`config.mk`:
```
export PLATFORM = sky130hd
export DESIGN_NAME = hfst_top
export DESIGN_NICKNAME = d
export VERILOG_FILES = /design/src/logic/hfst_top.v /design/src/logic/hfst_persist.v /design/src/logic/hfst_alert.v
export VERILOG_INCLUDE_DIRS = /design/src /design/src/logic
export SDC_FILE = /design/constraint.sdc
export NUM_CORES = 1
export LEC_CHECK = 0
export BUFFER_PORTS_ARGS = -buffer_cell sky130_fd_sc_hd__buf_2
export CAP_MARGIN = 20
export CELL_PAD_IN_SITES_DETAIL_PLACEMENT = 1
export CELL_PAD_IN_SITES_GLOBAL_PLACEMENT = 1
export CORE_MARGIN = 3
export CORE_UTILIZATION = 39
export DETAILED_ROUTE_END_ITERATION = 10
export PLACE_DENSITY = 0.85
export SETUP_SLACK_MARGIN = 0.2
export SLEW_MARGIN = 20
export SYNTH_ARGS = -nofsm -noshare
export SYNTH_HDL_FRONTEND = slang
export SYNTH_HIERARCHICAL = 1
export SYNTH_SLANG_ARGS = --single-unit
```
`constraint.sdc`:
```
create_clock -name core_clk_in -period 2.81 [get_ports core_clk_in]
set_clock_uncertainty 0.2 [all_clocks]
set_input_delay 0.281 -clock core_clk_in [delete_from_list [all_inputs] [get_ports core_clk_in]]
set_output_delay 0.281 -clock core_clk_in [all_outputs]
set_load 0.01 [all_outputs]
```
`src/logic/hfst_defs.vh`:
```
// shared constants for the health and fault status tree
`ifndef HFST_DEFS_VH
`define HFST_DEFS_VH

// word width of every status field
`define HFST_W 16

// global health word layout, fault byte low, alert byte high
`define HFST_G_FATAL 0
`define HFST_G_HW_FLT 1
`define HFST_G_LINK_FLT 2
`define HFST_G_SW_FLT 3
`define HFST_G_MASTER_ALR 8
`define HFST_G_HW_ALR 9
`define HFST_G_LINK_ALR 10
`define HFST_G_SW_ALR 11
`define HFST_G_SENSE_ALR 12

// hardware fault word
`define HFST_HW_SUPPLY 0
`define HFST_HW_THERMAL 1

// supply fault word: nine used bits
`define HFST_SUPPLY_BITS 9

// thermal fault word
`define HFST_TH_BOARD 0

// link fault word
`define HFST_LK_PORT_A 0
`define HFST_LK_PORT_B 1

// serial port word: five used bits
`define HFST_PORT_BITS 5

// software fault word
`define HFST_SW_ALGO 0
`define HFST_SW_DATA 1

// algorithm fault word: three used bits
`define HFST_ALGO_BITS 3

// soft persistency sources: supply, thermal, port a, port b
`define HFST_N_SOFT 4
`define HFST_N_ALERT 4

// configuration field ids of the alert masks
`define HFST_ID_HW_MASK 16'h0010
`define HFST_ID_LINK_MASK 16'h0011
`define HFST_ID_SW_MASK 16'h0012
`define HFST_ID_SENSE_MASK 16'h0013

// read ids of the status words
`define HFST_ID_GLOBAL 16'h0100
`define HFST_ID_HW 16'h0101
`define HFST_ID_SUPPLY 16'h0102
`define HFST_ID_THERMAL 16'h0103
`define HFST_ID_LINK 16'h0104
`define HFST_ID_PORT_A 16'h0105
`define HFST_ID_PORT_B 16'h0106
`define HFST_ID_SW 16'h0107
`define HFST_ID_ALGO 16'h0108

// reset values
`define HFST_ZERO_WORD 16'h0000
`define HFST_MASK_RST 16'h0000

// clock rate and soft fault decay period
`define HFST_CLK_MHZ 125
`define HFST_DECAY_PERIOD_US 1000

// persistency counter defaults
`define HFST_CNT_W 8
`define HFST_CNT_INC 8'h04
`define HFST_CNT_DEC 8'h01
`define HFST_CNT_THRESH 8'h10

`endif

```
`src/logic/hfst_top.v`:
```
// health and fault status tree: fault words, persistency, alerts
`include "hfst_defs.vh"

// What this block does
// health word carries faults in low byte, alerts in high byte.
// fatal at bit 0, hardware/link/software errors bits 1-3, 4-7 reserved.
// soft fault sets its category flag at once, fatal only after persisting.
// master alert at bit 8 is OR of the four category alerts.
// hardware, link, software, sensor alerts at bits 9-12, 13-15 reserved.
// every alert bit has its own enable; only enabled bits propagate.
// hardware error is OR of hardware word: supply bit 0, thermal bit 1.
// supply fault is OR of nine out-of-bounds flags at bits 0-8.
// thermal fault is OR of thermal word, board temperature at bit 0.
// link error is OR of link word: port A bit 0, port B bit 1.
// port A fault ORs tx, rx overrun, frame, break, parity bits 0-4.
// port B fault uses the same five-flag layout as port A.
// software error ORs software word: algorithm bit 0, data bit 1.
// algorithm fault ORs init, saturation, deadline miss at bits 0-2.
// supply, thermal and port faults are soft; algorithm faults are hard.
// hard faults are fatal at once; soft ones need the high-pass counter.
// fatal output pin mirrors fatal flag of the health word always.
// category alert is OR of alert word ANDed with its mask.
// four masks writable by field ids 0x0010 to 0x0013, any value.
// reserved bits read zero and never feed any OR.
// counter increment, decay and threshold are parameters.
module hfst_top #(
  parameter CNT_W = `HFST_CNT_W,
  parameter [CNT_W-1:0] CNT_INC = `HFST_CNT_INC,
  parameter [CNT_W-1:0] CNT_DEC = `HFST_CNT_DEC,
  parameter [CNT_W-1:0] CNT_THRESH = `HFST_CNT_THRESH,
  parameter DECAY_CYCLES = `HFST_DECAY_PERIOD_US * `HFST_CLK_MHZ
) (
  // clock and reset
  input wire core_clk_in,
  input wire nrst_in,
  // supply out-of-bounds flags
  input wire input_watts_oob_in,
  input wire input_amps_oob_in,
  input wire input_volts_oob_in,
  input wire rail_5v_oob_in,
  input wire rail_3v_oob_in,
  input wire rail_2v_oob_in,
  input wire ref_2v5_oob_in,
  input wire rail_6v_oob_in,
  input wire ground_ref_oob_in,
  // thermal flag
  input wire board_temp_oob_in,
  // serial port a flags
  input wire port_a_tx_overrun_in,
  input wire port_a_rx_overrun_in,
  input wire port_a_frame_fault_in,
  input wire port_a_line_break_seen_in,
  input wire port_a_parity_fault_in,
  // serial port b flags
  input wire port_b_tx_overrun_in,
  input wire port_b_rx_overrun_in,
  input wire port_b_frame_fault_in,
  input wire port_b_line_break_seen_in,
  input wire port_b_parity_fault_in,
  // algorithm flags
  input wire algo_init_fault_in,
  input wire sensor_saturation_in,
  input wire nav_deadline_miss_in,
  // summary of the data fault word
  input wire stored_data_fault_in,
  // alert words
  input wire [15:0] hw_alert_word_in,
  input wire [15:0] link_alert_word_in,
  input wire [15:0] sw_alert_word_in,
  input wire [15:0] sense_alert_word_in,
  // field write port
  input wire field_wr_in,
  input wire [15:0] field_wr_id_in,
  input wire [15:0] field_wr_data_in,
  // field read port
  input wire field_rd_in,
  input wire [15:0] field_rd_id_in,
  output reg field_rd_valid_out,
  output reg field_rd_hit_out,
  output reg [15:0] field_rd_data_out,
  // status words
  output reg [15:0] global_health_word_out,
  output reg [15:0] hw_fault_word_out,
  output reg [15:0] supply_fault_word_out,
  output reg [15:0] thermal_fault_word_out,
  output reg [15:0] link_fault_word_out,
  output reg [15:0] port_a_fault_word_out,
  output reg [15:0] port_b_fault_word_out,
  output reg [15:0] sw_fault_word_out,
  output reg [15:0] algo_fault_word_out,
  // alert masks as stored
  output reg [15:0] hw_alert_mask_out,
  output reg [15:0] link_alert_mask_out,
  output reg [15:0] sw_alert_mask_out,
  output reg [15:0] sense_alert_mask_out,
  // fatal failure pin
  output reg fatal_pin_out
);

  localparam DIV_W = 32;
  localparam [DIV_W-1:0] DIV_LAST = DECAY_CYCLES - 1;

  reg [15:0] supply_d;
  reg [15:0] thermal_d;
  reg [15:0] port_a_d;
  reg [15:0] port_b_d;
  reg [15:0] algo_d;
  reg [15:0] hw_d;
  reg [15:0] link_d;
  reg [15:0] sw_d;
  reg [15:0] global_d;
  reg supply_fault_flag;
  reg thermal_fault_flag;
  reg port_a_fault;
  reg port_b_fault;
  reg algo_fault_flag;
  reg hw_fault_flag;
  reg link_fault_flag;
  reg sw_fault_flag;
  reg hard_fault;
  reg fatal_flag;
  reg master_alert_flag;
  reg [DIV_W-1:0] div_q;
  reg decay_tick_q;
  wire [`HFST_N_SOFT-1:0] soft_src;
  wire [`HFST_N_SOFT-1:0] soft_trip;
  wire [`HFST_N_ALERT-1:0] alert_flag;
  wire hw_alert_flag;
  wire link_alert_flag;
  wire sw_alert_flag;
  wire sense_alert_flag;

  // leaf words, reserved bits forced zero
  always @* begin
    supply_d = `HFST_ZERO_WORD;
    thermal_d = `HFST_ZERO_WORD;
    port_a_d = `HFST_ZERO_WORD;
    port_b_d = `HFST_ZERO_WORD;
    algo_d = `HFST_ZERO_WORD;
    // supply out-of-bounds bits
    supply_d[`HFST_SUPPLY_BITS-1:0] = {ground_ref_oob_in, rail_6v_oob_in,
      ref_2v5_oob_in, rail_2v_oob_in, rail_3v_oob_in, rail_5v_oob_in,
      input_volts_oob_in, input_amps_oob_in, input_watts_oob_in};
    // board temperature bit
    thermal_d[`HFST_TH_BOARD] = board_temp_oob_in;
    // port a error bits
    port_a_d[`HFST_PORT_BITS-1:0] = {port_a_parity_fault_in,
      port_a_line_break_seen_in, port_a_frame_fault_in,
      port_a_rx_overrun_in, port_a_tx_overrun_in};
    // port b same layout
    port_b_d[`HFST_PORT_BITS-1:0] = {port_b_parity_fault_in,
      port_b_line_break_seen_in, port_b_frame_fault_in,
      port_b_rx_overrun_in, port_b_tx_overrun_in};
    // algorithm fault bits
    algo_d[`HFST_ALGO_BITS-1:0] = {nav_deadline_miss_in,
      sensor_saturation_in, algo_init_fault_in};
  end

  // intermediate words and reductions
  always @* begin
    hw_d = `HFST_ZERO_WORD;
    link_d = `HFST_ZERO_WORD;
    sw_d = `HFST_ZERO_WORD;
    // reductions over used bits only
    supply_fault_flag = |supply_d[`HFST_SUPPLY_BITS-1:0];
    thermal_fault_flag = thermal_d[`HFST_TH_BOARD];
    port_a_fault = |port_a_d[`HFST_PORT_BITS-1:0];
    port_b_fault = |port_b_d[`HFST_PORT_BITS-1:0];
    algo_fault_flag = |algo_d[`HFST_ALGO_BITS-1:0];
    // hardware word fields
    hw_d[`HFST_HW_SUPPLY] = supply_fault_flag;
    hw_d[`HFST_HW_THERMAL] = thermal_fault_flag;
    // link word fields
    link_d[`HFST_LK_PORT_A] = port_a_fault;
    link_d[`HFST_LK_PORT_B] = port_b_fault;
    // software word fields
    sw_d[`HFST_SW_ALGO] = algo_fault_flag;
    sw_d[`HFST_SW_DATA] = stored_data_fault_in;
    // category flags follow instantly
    hw_fault_flag = hw_d[`HFST_HW_SUPPLY] | hw_d[`HFST_HW_THERMAL];
    link_fault_flag = link_d[`HFST_LK_PORT_A] | link_d[`HFST_LK_PORT_B];
    sw_fault_flag = sw_d[`HFST_SW_ALGO] | sw_d[`HFST_SW_DATA];
  end

  // soft sources feed persistency counters
  assign soft_src = {port_b_fault, port_a_fault, thermal_fault_flag,
    supply_fault_flag};

  // decay tick divider
  always @(posedge core_clk_in or negedge nrst_in) begin
    if (!nrst_in) begin
      div_q <= {DIV_W{1'b0}};
      decay_tick_q <= 1'b0;
    end else if (div_q == DIV_LAST) begin
      div_q <= {DIV_W{1'b0}};
      decay_tick_q <= 1'b1;
    end else begin
      div_q <= div_q + 1'b1;
      decay_tick_q <= 1'b0;
    end
  end

  // one counter per soft source
  genvar s;
  generate
    for (s = 0; s < `HFST_N_SOFT; s = s + 1) begin : g_soft
      hfst_persist #(
        .CW(CNT_W),
        .INC(CNT_INC),
        .DEC(CNT_DEC),
        .THRESH(CNT_THRESH)
      ) u_persist (
        .core_clk_in(core_clk_in),
        .nrst_in(nrst_in),
        .decay_tick_in(decay_tick_q),
        .fault_in(soft_src[s]),
        .trip_out(soft_trip[s])
      );
    end
  endgenerate

  // masked alert reduction
  hfst_alert #(
    .N(`HFST_N_ALERT)
  ) u_alert (
    .word_in({sense_alert_word_in, sw_alert_word_in, link_alert_word_in,
      hw_alert_word_in}),
    .mask_in({sense_alert_mask_out, sw_alert_mask_out, link_alert_mask_out,
      hw_alert_mask_out}),
    .flag_out(alert_flag)
  );

  assign hw_alert_flag = alert_flag[0];
  assign link_alert_flag = alert_flag[1];
  assign sw_alert_flag = alert_flag[2];
  assign sense_alert_flag = alert_flag[3];

  // fatal decision and global word assembly
  always @* begin
    // hard faults are fatal at once
    hard_fault = algo_fault_flag | stored_data_fault_in;
    fatal_flag = hard_fault | (|soft_trip);
    // master alert is or of categories
    master_alert_flag = hw_alert_flag | link_alert_flag | sw_alert_flag |
      sense_alert_flag;
    global_d = `HFST_ZERO_WORD;
    // fault byte low
    // fatal and error bit places
    global_d[`HFST_G_FATAL] = fatal_flag;
    global_d[`HFST_G_HW_FLT] = hw_fault_flag;
    global_d[`HFST_G_LINK_FLT] = link_fault_flag;
    global_d[`HFST_G_SW_FLT] = sw_fault_flag;
    // alert bit places in high byte
    global_d[`HFST_G_MASTER_ALR] = master_alert_flag;
    global_d[`HFST_G_HW_ALR] = hw_alert_flag;
    global_d[`HFST_G_LINK_ALR] = link_alert_flag;
    global_d[`HFST_G_SW_ALR] = sw_alert_flag;
    global_d[`HFST_G_SENSE_ALR] = sense_alert_flag;
  end

  // registered status words and fatal pin
  always @(posedge core_clk_in or negedge nrst_in) begin
    if (!nrst_in) begin
      global_health_word_out <= `HFST_ZERO_WORD;
      hw_fault_word_out <= `HFST_ZERO_WORD;
      supply_fault_word_out <= `HFST_ZERO_WORD;
      thermal_fault_word_out <= `HFST_ZERO_WORD;
      link_fault_word_out <= `HFST_ZERO_WORD;
      port_a_fault_word_out <= `HFST_ZERO_WORD;
      port_b_fault_word_out <= `HFST_ZERO_WORD;
      sw_fault_word_out <= `HFST_ZERO_WORD;
      algo_fault_word_out <= `HFST_ZERO_WORD;
      fatal_pin_out <= 1'b0;
    end else begin
      global_health_word_out <= global_d;
      hw_fault_word_out <= hw_d;
      supply_fault_word_out <= supply_d;
      thermal_fault_word_out <= thermal_d;
      link_fault_word_out <= link_d;
      port_a_fault_word_out <= port_a_d;
      port_b_fault_word_out <= port_b_d;
      sw_fault_word_out <= sw_d;
      algo_fault_word_out <= algo_d;
      // pin loads same value as bit 0
      fatal_pin_out <= global_d[`HFST_G_FATAL];
    end
  end

  // mask writes by field id
  always @(posedge core_clk_in or negedge nrst_in) begin
    if (!nrst_in) begin
      hw_alert_mask_out <= `HFST_MASK_RST;
      link_alert_mask_out <= `HFST_MASK_RST;
      sw_alert_mask_out <= `HFST_MASK_RST;
      sense_alert_mask_out <= `HFST_MASK_RST;
    end else if (field_wr_in) begin
      case (field_wr_id_in)
        `HFST_ID_HW_MASK: begin
          hw_alert_mask_out <= field_wr_data_in;
        end
        `HFST_ID_LINK_MASK: begin
          link_alert_mask_out <= field_wr_data_in;
        end
        `HFST_ID_SW_MASK: begin
          sw_alert_mask_out <= field_wr_data_in;
        end
        `HFST_ID_SENSE_MASK: begin
          sense_alert_mask_out <= field_wr_data_in;
        end
        default: begin
          hw_alert_mask_out <= hw_alert_mask_out;
        end
      endcase
    end
  end

  // field read: one cycle answer, miss reads zero
  always @(posedge core_clk_in or negedge nrst_in) begin
    if (!nrst_in) begin
      field_rd_valid_out <= 1'b0;
      field_rd_hit_out <= 1'b0;
      field_rd_data_out <= `HFST_ZERO_WORD;
    end else begin
      field_rd_valid_out <= field_rd_in;
      field_rd_hit_out <= 1'b0;
      field_rd_data_out <= `HFST_ZERO_WORD;
      if (field_rd_in) begin
        field_rd_hit_out <= 1'b1;
        case (field_rd_id_in)
          `HFST_ID_GLOBAL: begin
            field_rd_data_out <= global_health_word_out;
          end
          `HFST_ID_HW: begin
            field_rd_data_out <= hw_fault_word_out;
          end
          `HFST_ID_SUPPLY: begin
            field_rd_data_out <= supply_fault_word_out;
          end
          `HFST_ID_THERMAL: begin
            field_rd_data_out <= thermal_fault_word_out;
          end
          `HFST_ID_LINK: begin
            field_rd_data_out <= link_fault_word_out;
          end
          `HFST_ID_PORT_A: begin
            field_rd_data_out <= port_a_fault_word_out;
          end
          `HFST_ID_PORT_B: begin
            field_rd_data_out <= port_b_fault_word_out;
          end
          `HFST_ID_SW: begin
            field_rd_data_out <= sw_fault_word_out;
          end
          `HFST_ID_ALGO: begin
            field_rd_data_out <= algo_fault_word_out;
          end
          `HFST_ID_HW_MASK: begin
            field_rd_data_out <= hw_alert_mask_out;
          end
          `HFST_ID_LINK_MASK: begin
            field_rd_data_out <= link_alert_mask_out;
          end
          `HFST_ID_SW_MASK: begin
            field_rd_data_out <= sw_alert_mask_out;
          end
          `HFST_ID_SENSE_MASK: begin
            field_rd_data_out <= sense_alert_mask_out;
          end
          default: begin
            field_rd_hit_out <= 1'b0;
          end
        endcase
      end
    end
  end

endmodule // hfst_top

```
`src/logic/hfst_persist.v`:
```
// high-pass persistency counter for one soft fault source
module hfst_persist #(
  parameter CW = 8,
  parameter [CW-1:0] INC = 8'h04,
  parameter [CW-1:0] DEC = 8'h01,
  parameter [CW-1:0] THRESH = 8'h10
) (
  // clock and reset
  input wire core_clk_in,
  input wire nrst_in,
  // decay pulse and fault level
  input wire decay_tick_in,
  input wire fault_in,
  // sticky trip
  output wire trip_out
);

  reg [CW-1:0] cnt_q;
  reg [CW-1:0] cnt_d;
  reg trip_q;
  wire [CW:0] sum;

  assign sum = {1'b0, cnt_q} + {1'b0, INC};
  assign trip_out = trip_q;

  // climb on fault, decay on tick
  always @* begin
    cnt_d = cnt_q;
    if (fault_in) begin
      cnt_d = sum[CW] ? {CW{1'b1}} : sum[CW-1:0];
    end else if (decay_tick_in) begin
      cnt_d = (cnt_q > DEC) ? cnt_q - DEC : {CW{1'b0}};
    end
  end

  // trip once threshold reached
  always @(posedge core_clk_in or negedge nrst_in) begin
    if (!nrst_in) begin
      cnt_q <= {CW{1'b0}};
      trip_q <= 1'b0;
    end else begin
      cnt_q <= cnt_d;
      trip_q <= trip_q | (cnt_d >= THRESH);
    end
  end

endmodule // hfst_persist

```
`src/logic/hfst_alert.v`:
```
// masked alert reduction for all alert categories
`include "hfst_defs.vh"
module hfst_alert #(
  parameter N = 4
) (
  // alert words and masks, category k in slice k
  input wire [N*16-1:0] word_in,
  input wire [N*16-1:0] mask_in,
  // per-category flags
  output wire [N-1:0] flag_out
);

  genvar k;
  generate
    for (k = 0; k < N; k = k + 1) begin : g_cat
      // or of word and mask
      assign flag_out[k] = |(word_in[k*16 +: 16] & mask_in[k*16 +: 16]);
    end
  endgenerate

endmodule // hfst_alert

```
=== Yosys cells after proc, flatten, opt, wreduce, memory -nomap -nowiden ===
Cells that the tools add are included.

* Flip-flop bits (word level): 190
* Word-level logic and storage cells: 113
* Input port bits: 140
* Output and inout port bits: 227

* Bitwise gates (word level): 15
* Order comparisons: 8
* Equality and inequality tests: 18
* Add/subtract/negate cells: 9
* Reductions and logical operators: 14
* Muxes and demuxes: 22

{| class="wikitable"
|+ Operator list
! operator !! number
|-
| one-hot mux 16 bit (13 select lines) || 1
|-
| == test 16 x 9 -> 1 bit, second input constant || 9
|-
| == test 16 x 5 -> 1 bit, second input constant || 8
|-
| 2-to-1 mux 8 bit || 16
|-
| AND 16 bit || 4
|-
| OR reduction 16 bit || 4
|-
| adder 8 x 3 -> 9 bit, second input constant || 4
|-
| adder 32 x 1 -> 32 bit, second input constant || 1
|-
| == test 32 x 17 -> 1 bit, second input constant || 1
|-
| >= comparator 8 x 5 -> 1 bit, second input constant || 4
|-
| > comparator 8 x 1 -> 1 bit, second input constant || 4
|-
| 2-to-1 mux 32 bit || 1
|-
| subtractor 8 x 1 -> 8 bit, second input constant || 4
|-
| 2-to-1 mux 16 bit || 1
|-
| OR reduction 13 bit || 1
|-
| OR 1 bit || 11
|-
| OR reduction 5 bit || 2
|-
| OR reduction 9 bit || 1
|-
| AND reduction 2 bit || 4
|-
| OR reduction 4 bit || 1
|-
| 2-to-1 mux 1 bit || 3
|-
| OR reduction 3 bit || 1
|}

=== Depth between registers and ports, before layout ===
* Word-level depth: 6
* Gate-level depth with buffers: 8
* Mapped depth without buffers: 7

=== Cells and area by module ===
Netlist, hierarchy kept.

{| class="wikitable"
|+ Modules (own cells, without submodules)
! module !! sequential area each (µm²) !! instances !! area an instance (µm²) !! cells each
|-
| hfst_top || 3,803.6 || 1 || 7,480.9 || 617
|-
| hfst_persist at g_soft[1].u_persist ... || 225.2 || 3 || 660.6 || 77
|-
| hfst_persist at g_soft[0].u_persist || 225.2 || 1 || 673.1 || 77
|-
| hfst_alert || 0.0 || 1 || 405.4 || 36
|}

=== Worst setup path before layout ===
No wires, ideal clock.

* Kind: flip-flop to flip-flop
* Start point: register decay_tick_q
* End point: register g_soft[0].u_persist.trip_q
* Setup time: 139 ps
* Cell stages (with the launch flop): 6
* Buffers on the path: 0
* Data required time: 2,471 ps
* Period minus slack after synthesis: 2,564 ps
* Arrival time: 2,226 ps
* Slack: 246 ps
* Path through: dfrtp_1 -> or4b_4 -> nor4_1 -> mux2i_1 -> o211ai_1 -> or4_1

* Longest elaborated chain between the ends: 4

{| class="wikitable"
|+ Ends and longest elaborated chain
! item !! line !! RTL
|-
| start: declaration || hfst_top.v:124 || <nowiki>reg decay_tick_q;</nowiki>
|-
| start signal: assignment || hfst_top.v:193 || <nowiki>decay_tick_q <= 1'b0;</nowiki>
|-
| start signal: assignment || hfst_top.v:196 || <nowiki>decay_tick_q <= 1'b1;</nowiki>
|-
| start signal: assignment || hfst_top.v:199 || <nowiki>decay_tick_q <= 1'b0;</nowiki>
|-
| 2-to-1 mux 8 bit || hfst_persist.v:31 || <nowiki>end else if (decay_tick_in) begin</nowiki>
|-
| 2-to-1 mux 8 bit || hfst_persist.v:29 || <nowiki>if (fault_in) begin</nowiki>
|-
| net g_soft[0].u_persist.cnt_d[7] || hfst_persist.v:19 || <nowiki>reg [CW-1:0] cnt_d;</nowiki>
|-
| >= comparator 8 x 5 -> 1 bit || hfst_persist.v:43 || <nowiki>trip_q <= trip_q | (cnt_d >= THRESH);</nowiki>
|-
| OR 1 bit || hfst_persist.v:43 ||
|-
| end signal: assignment || hfst_persist.v:43 ||
|-
| end: declaration || hfst_persist.v:20 || <nowiki>reg trip_q;</nowiki>
|}

The timed path passes the listed nets, and every way through them passes these cells.
A chain may end at the register's enable or synchronous reset.

=== Final worst setup path ===
* Start point: register sw_alert_mask_out[3]
* End point: register global_health_word_out[8]

* Longest elaborated chain between the ends: 4

{| class="wikitable"
|+ Ends and longest elaborated chain
! item !! line !! RTL
|-
| start: declaration || hfst_top.v:94 || <nowiki>output reg [15:0] sw_alert_mask_out,</nowiki>
|-
| start signal: assignment || hfst_top.v:294 || <nowiki>sw_alert_mask_out <= `HFST_MASK_RST;</nowiki>
|-
| start signal: assignment || hfst_top.v:305 || <nowiki>sw_alert_mask_out <= field_wr_data_in;</nowiki>
|-
| AND 16 bit || hfst_alert.v:17 || <nowiki>assign flag_out[k] = |(word_in[k*16 +: 16] & mask_in[k*16 +: 16]);</nowiki>
|-
| OR reduction 16 bit || hfst_alert.v:17 ||
|-
| net alert_flag[2] || hfst_top.v:127 || <nowiki>wire [`HFST_N_ALERT-1:0] alert_flag;</nowiki>
|-
| OR 1 bit (2 in series) || hfst_top.v:244 || <nowiki>master_alert_flag = hw_alert_flag | link_alert_flag | sw_alert_flag |</nowiki>
|-
| net master_alert_flag || hfst_top.v:122 || <nowiki>reg master_alert_flag;</nowiki>
|-
| end signal: assignment || hfst_top.v:264 || <nowiki>global_health_word_out <= `HFST_ZERO_WORD;</nowiki>
|-
| end signal: assignment || hfst_top.v:275 || <nowiki>global_health_word_out <= global_d;</nowiki>
|-
| end: declaration || hfst_top.v:82 || <nowiki>output reg [15:0] global_health_word_out,</nowiki>
|}

The timed path passes the listed nets, and every way through them passes these cells.

==> out/metrics.yaml <==
status: "finished, final reports clean"
leakagePower_nw: 6.35
synthArstFlopShare_pct: 100
ys_warn_count: 6
cts_buffer_depth: 2
die_y_um: 170
synth_area_leader_cell: "dfrtp_1"
synthTopCellsByArea: "dfrtp_1, mux2_2, buf_4, a221oi_2, ha_1"
nets: 1438
die_w_um: 170
ys_dominant_reg_cell: "dfrtp_1"
place.gp.congestion: 0.866
avgSynthCellArea_um2: 11.0
cp-start-kind: "register"
cp_cell_sequence: "a22o_1 -> a221oi_2 -> dlygate4sd3_1 -> nand4_1 -> or4_1"
rr_worst_depth: 5
p_total_mw: 7.17
cts_buffers: 17
min_path_type: "input pin to register"
rsz0062_at_grt: "false"
die_area_um2: 29000
tightest_slew_ns: 0.646
hold_viol: 0
floorplan.initialDensity_pct: 40.1
wire_per_inst_um: 23.2
critPathMaxStageDelay_ns: 0.61
ys_seq_area_share_pct: 44.6
yosysMostFrequentCell: "dfrtp_1"
io-pin-count: 367
placed_area_um2: 11900
final_layout_size_suffix_gt1_share_pct: 35.5
nFillCells: 2954
drc_errors: 0
stdcell_count: 1631
cp.arrival_ns: 2.65
min_from: "link_alert_word_in[12]"
synthDistinctLibCells: 69
layout_worst_path_cycle_share_pct: 91.1
holdPathEnd: "global_health_word_out[8]"
fin_area_um2: 13000
clk_pin_slew_worst_paths_ns: 0.08
root_buffer: "clkbuf_16"
critPathMaxFanout: 4
cts_tree: "done"
syn_to_final_growth_pct: 23.6
h-tree-depth: 4
power.density_nw_per_um2: 550
drt-total-wl_um: 37800
clkLatencyLatePin_ns: 0.44
r2r-end: "global_health_word_out[8]"
max_freq_mhz: 390
fin_ws_ns: 0.249
cts.sinks: 188
fin_setup_tns_ns: 0
synth-edff-count: 0
slowest_stage: "dlygate4sd3_1"
place_ws_ns: 0.110
grt_pass1_vias: 9595
grt_pass1_wl_um: 56700
grt_max_degree: 71
antenna_found_initial: 3
syn_inst: 961
dp.cells: 1542
final_max_slew_viol_count: 0
yosys_register_bits: 188
drt_first_pass_iters: 5
rows: 59
grt_use_total_pct: 25.2
layout_min_cycle_time_ns: 2.56
vias: 9041
timing.rr.start: "sw_alert_mask_out[3]"
relSlewSlack_pct: 56.9
min_path_cells: 4
synth_top_area_share_pct: 44.6
setup_viol_count_final: 0
synthTopCellsByCount: "dfrtp_1, buf_4, mux2_2"
endpoint_kind: "register"
coreArea_um2: 26300
peakVddDrop_v: 0.000380
drt_iter0_markers: 641
numPortBuffers: 260
dp_hpwl_um: 28600
reg2reg_slack_ns: 0.25
max_cap_violations: 0
drtAntennaViolNets: 0
worstSetupPathType: "register to register"
final_util_pct: 49.6
hold_ws_ns: 0.115
vias_per_cell: 5.54
syn_area_um2: 10500
overflow: 0
critPathRequiredTime_ns: 2.90
flip-flops by register name (all words and copies together), names as in the netlist:
name                       cells
field_rd_valid_out             1
sw_fault_word_out              2
supply_fault_word_out          9
global_health_word_out         9
hw_alert_mask_out             16
div_q                         32
sense_alert_mask_out          16
thermal_fault_word_out         1
sw_alert_mask_out             16
g_soft.u_persist/cnt_q        32
field_rd_hit_out               1
hw_fault_word_out              1
link_alert_mask_out           16
link_fault_word_out            2
field_rd_data_out             16
algo_fault_word_out            3
port_a_fault_word_out          5
g_soft.u_persist/trip_out      4
decay_tick_q                   1
port_b_fault_word_out          5
report_power, final:
| part | switching (mW) | internal [mW] | leakage, nW |
|---|---|---|---|
| sequential | 0.359 | 2.91 | 2.40 |
| clock | 1.25 | 1.20 | 0.289 |
| combinational | 0.836 | 0.605 | 3.66 |
layout make-up:
cell class / count / area [um2] / area share (%)
inverters: 32 / 120 / 0.922
flip-flops and latches: 188 / 4710 / 36.1
well taps: 335 / 419 / 3.22
diodes: 2 / 5.00 / 0.0384
clock buffers: 17 / 425 / 3.26
repair buffers: 339 / 2050 / 15.7
clock inverters: 15 / 169 / 1.30
multi-input cells: 703 / 5130 / 39.4
worst max-delay path, delay by kind of cell (launching register included):
family | cells | cell delay (ns)
buffers and inverters | 1 | 0.61
AOI/OAI and AO/OA | 2 | 0.50
DFF | 1 | 0.42
and+or+nand+nor | 2 | 0.68
logic make-up (layout without fill, tap and decap cells):
family / count (synthesis) / after routing / share of synthesized area [%]
muxes: 97 / 97 / 10.7
AOI/OAI and AO/OA: 150 / 150 / 12.0
DFF: 188 / 188 / 44.6
adders and majority gates: 17 / 17 / 2.02
other: 1 / 108 / 0.0356
buffers and inverters: 175 / 403 / 10.6
xor gates and xnor gates: 35 / 35 / 2.91
and+or+nand+nor: 298 / 298 / 17.1
routing by layer:
layer,track usage (%),vias up,share of wire (%)
met4,10.4,2,4.0
met5,0,-,0.034
met3,4.74,92,5.5
li1,-,3991,-
met1,30.5,4600,39
met2,44.2,356,51
layout by cell type, fill, tap and decap left out, types with 22 or more instances in the layout:
master	count
and3_1	22
nand2_1	32
xnor2_1	23
nor3_1	31
conb_1	106
or3_1	26
dfrtp_1	186
buf_4	25
buf_2	259
dlygate4sd3_1	51
nand3_1	34
a22o_1	22
nor2_1	46
mux2_2	87
inv_1	31
what timing repair did:
action | in CTS | in global routing
hold buffers | 52 | 0
gates resized for setup | 1 | 6
setup buffers | 0 | 3
setup endpoints to repair | 1 | 4
pin swaps | 0 | 0
hold endpoints to repair | 151 | 0
worst max path at each step:
stage	slack, ns	endpoint	start	depth (start not counted)
2_1_floorplan	0.25	g_soft[0].u_persist/trip_out	decay_tick_q	5
3_3_place_gp	0.19	g_soft[0].u_persist/trip_out	input_volts_oob_in	8
3_5_place_dp	0.11	g_soft[0].u_persist/trip_out	input_volts_oob_in	8
4_1_cts	0.28	g_soft[0].u_persist/trip_out	input_amps_oob_in	9
5_1_grt	0.19	g_soft[0].u_persist/trip_out	input_amps_oob_in	9
6_report	0.25	global_health_word_out[8]	sw_alert_mask_out[3]	5
Power figures use the tool's default switching activity.
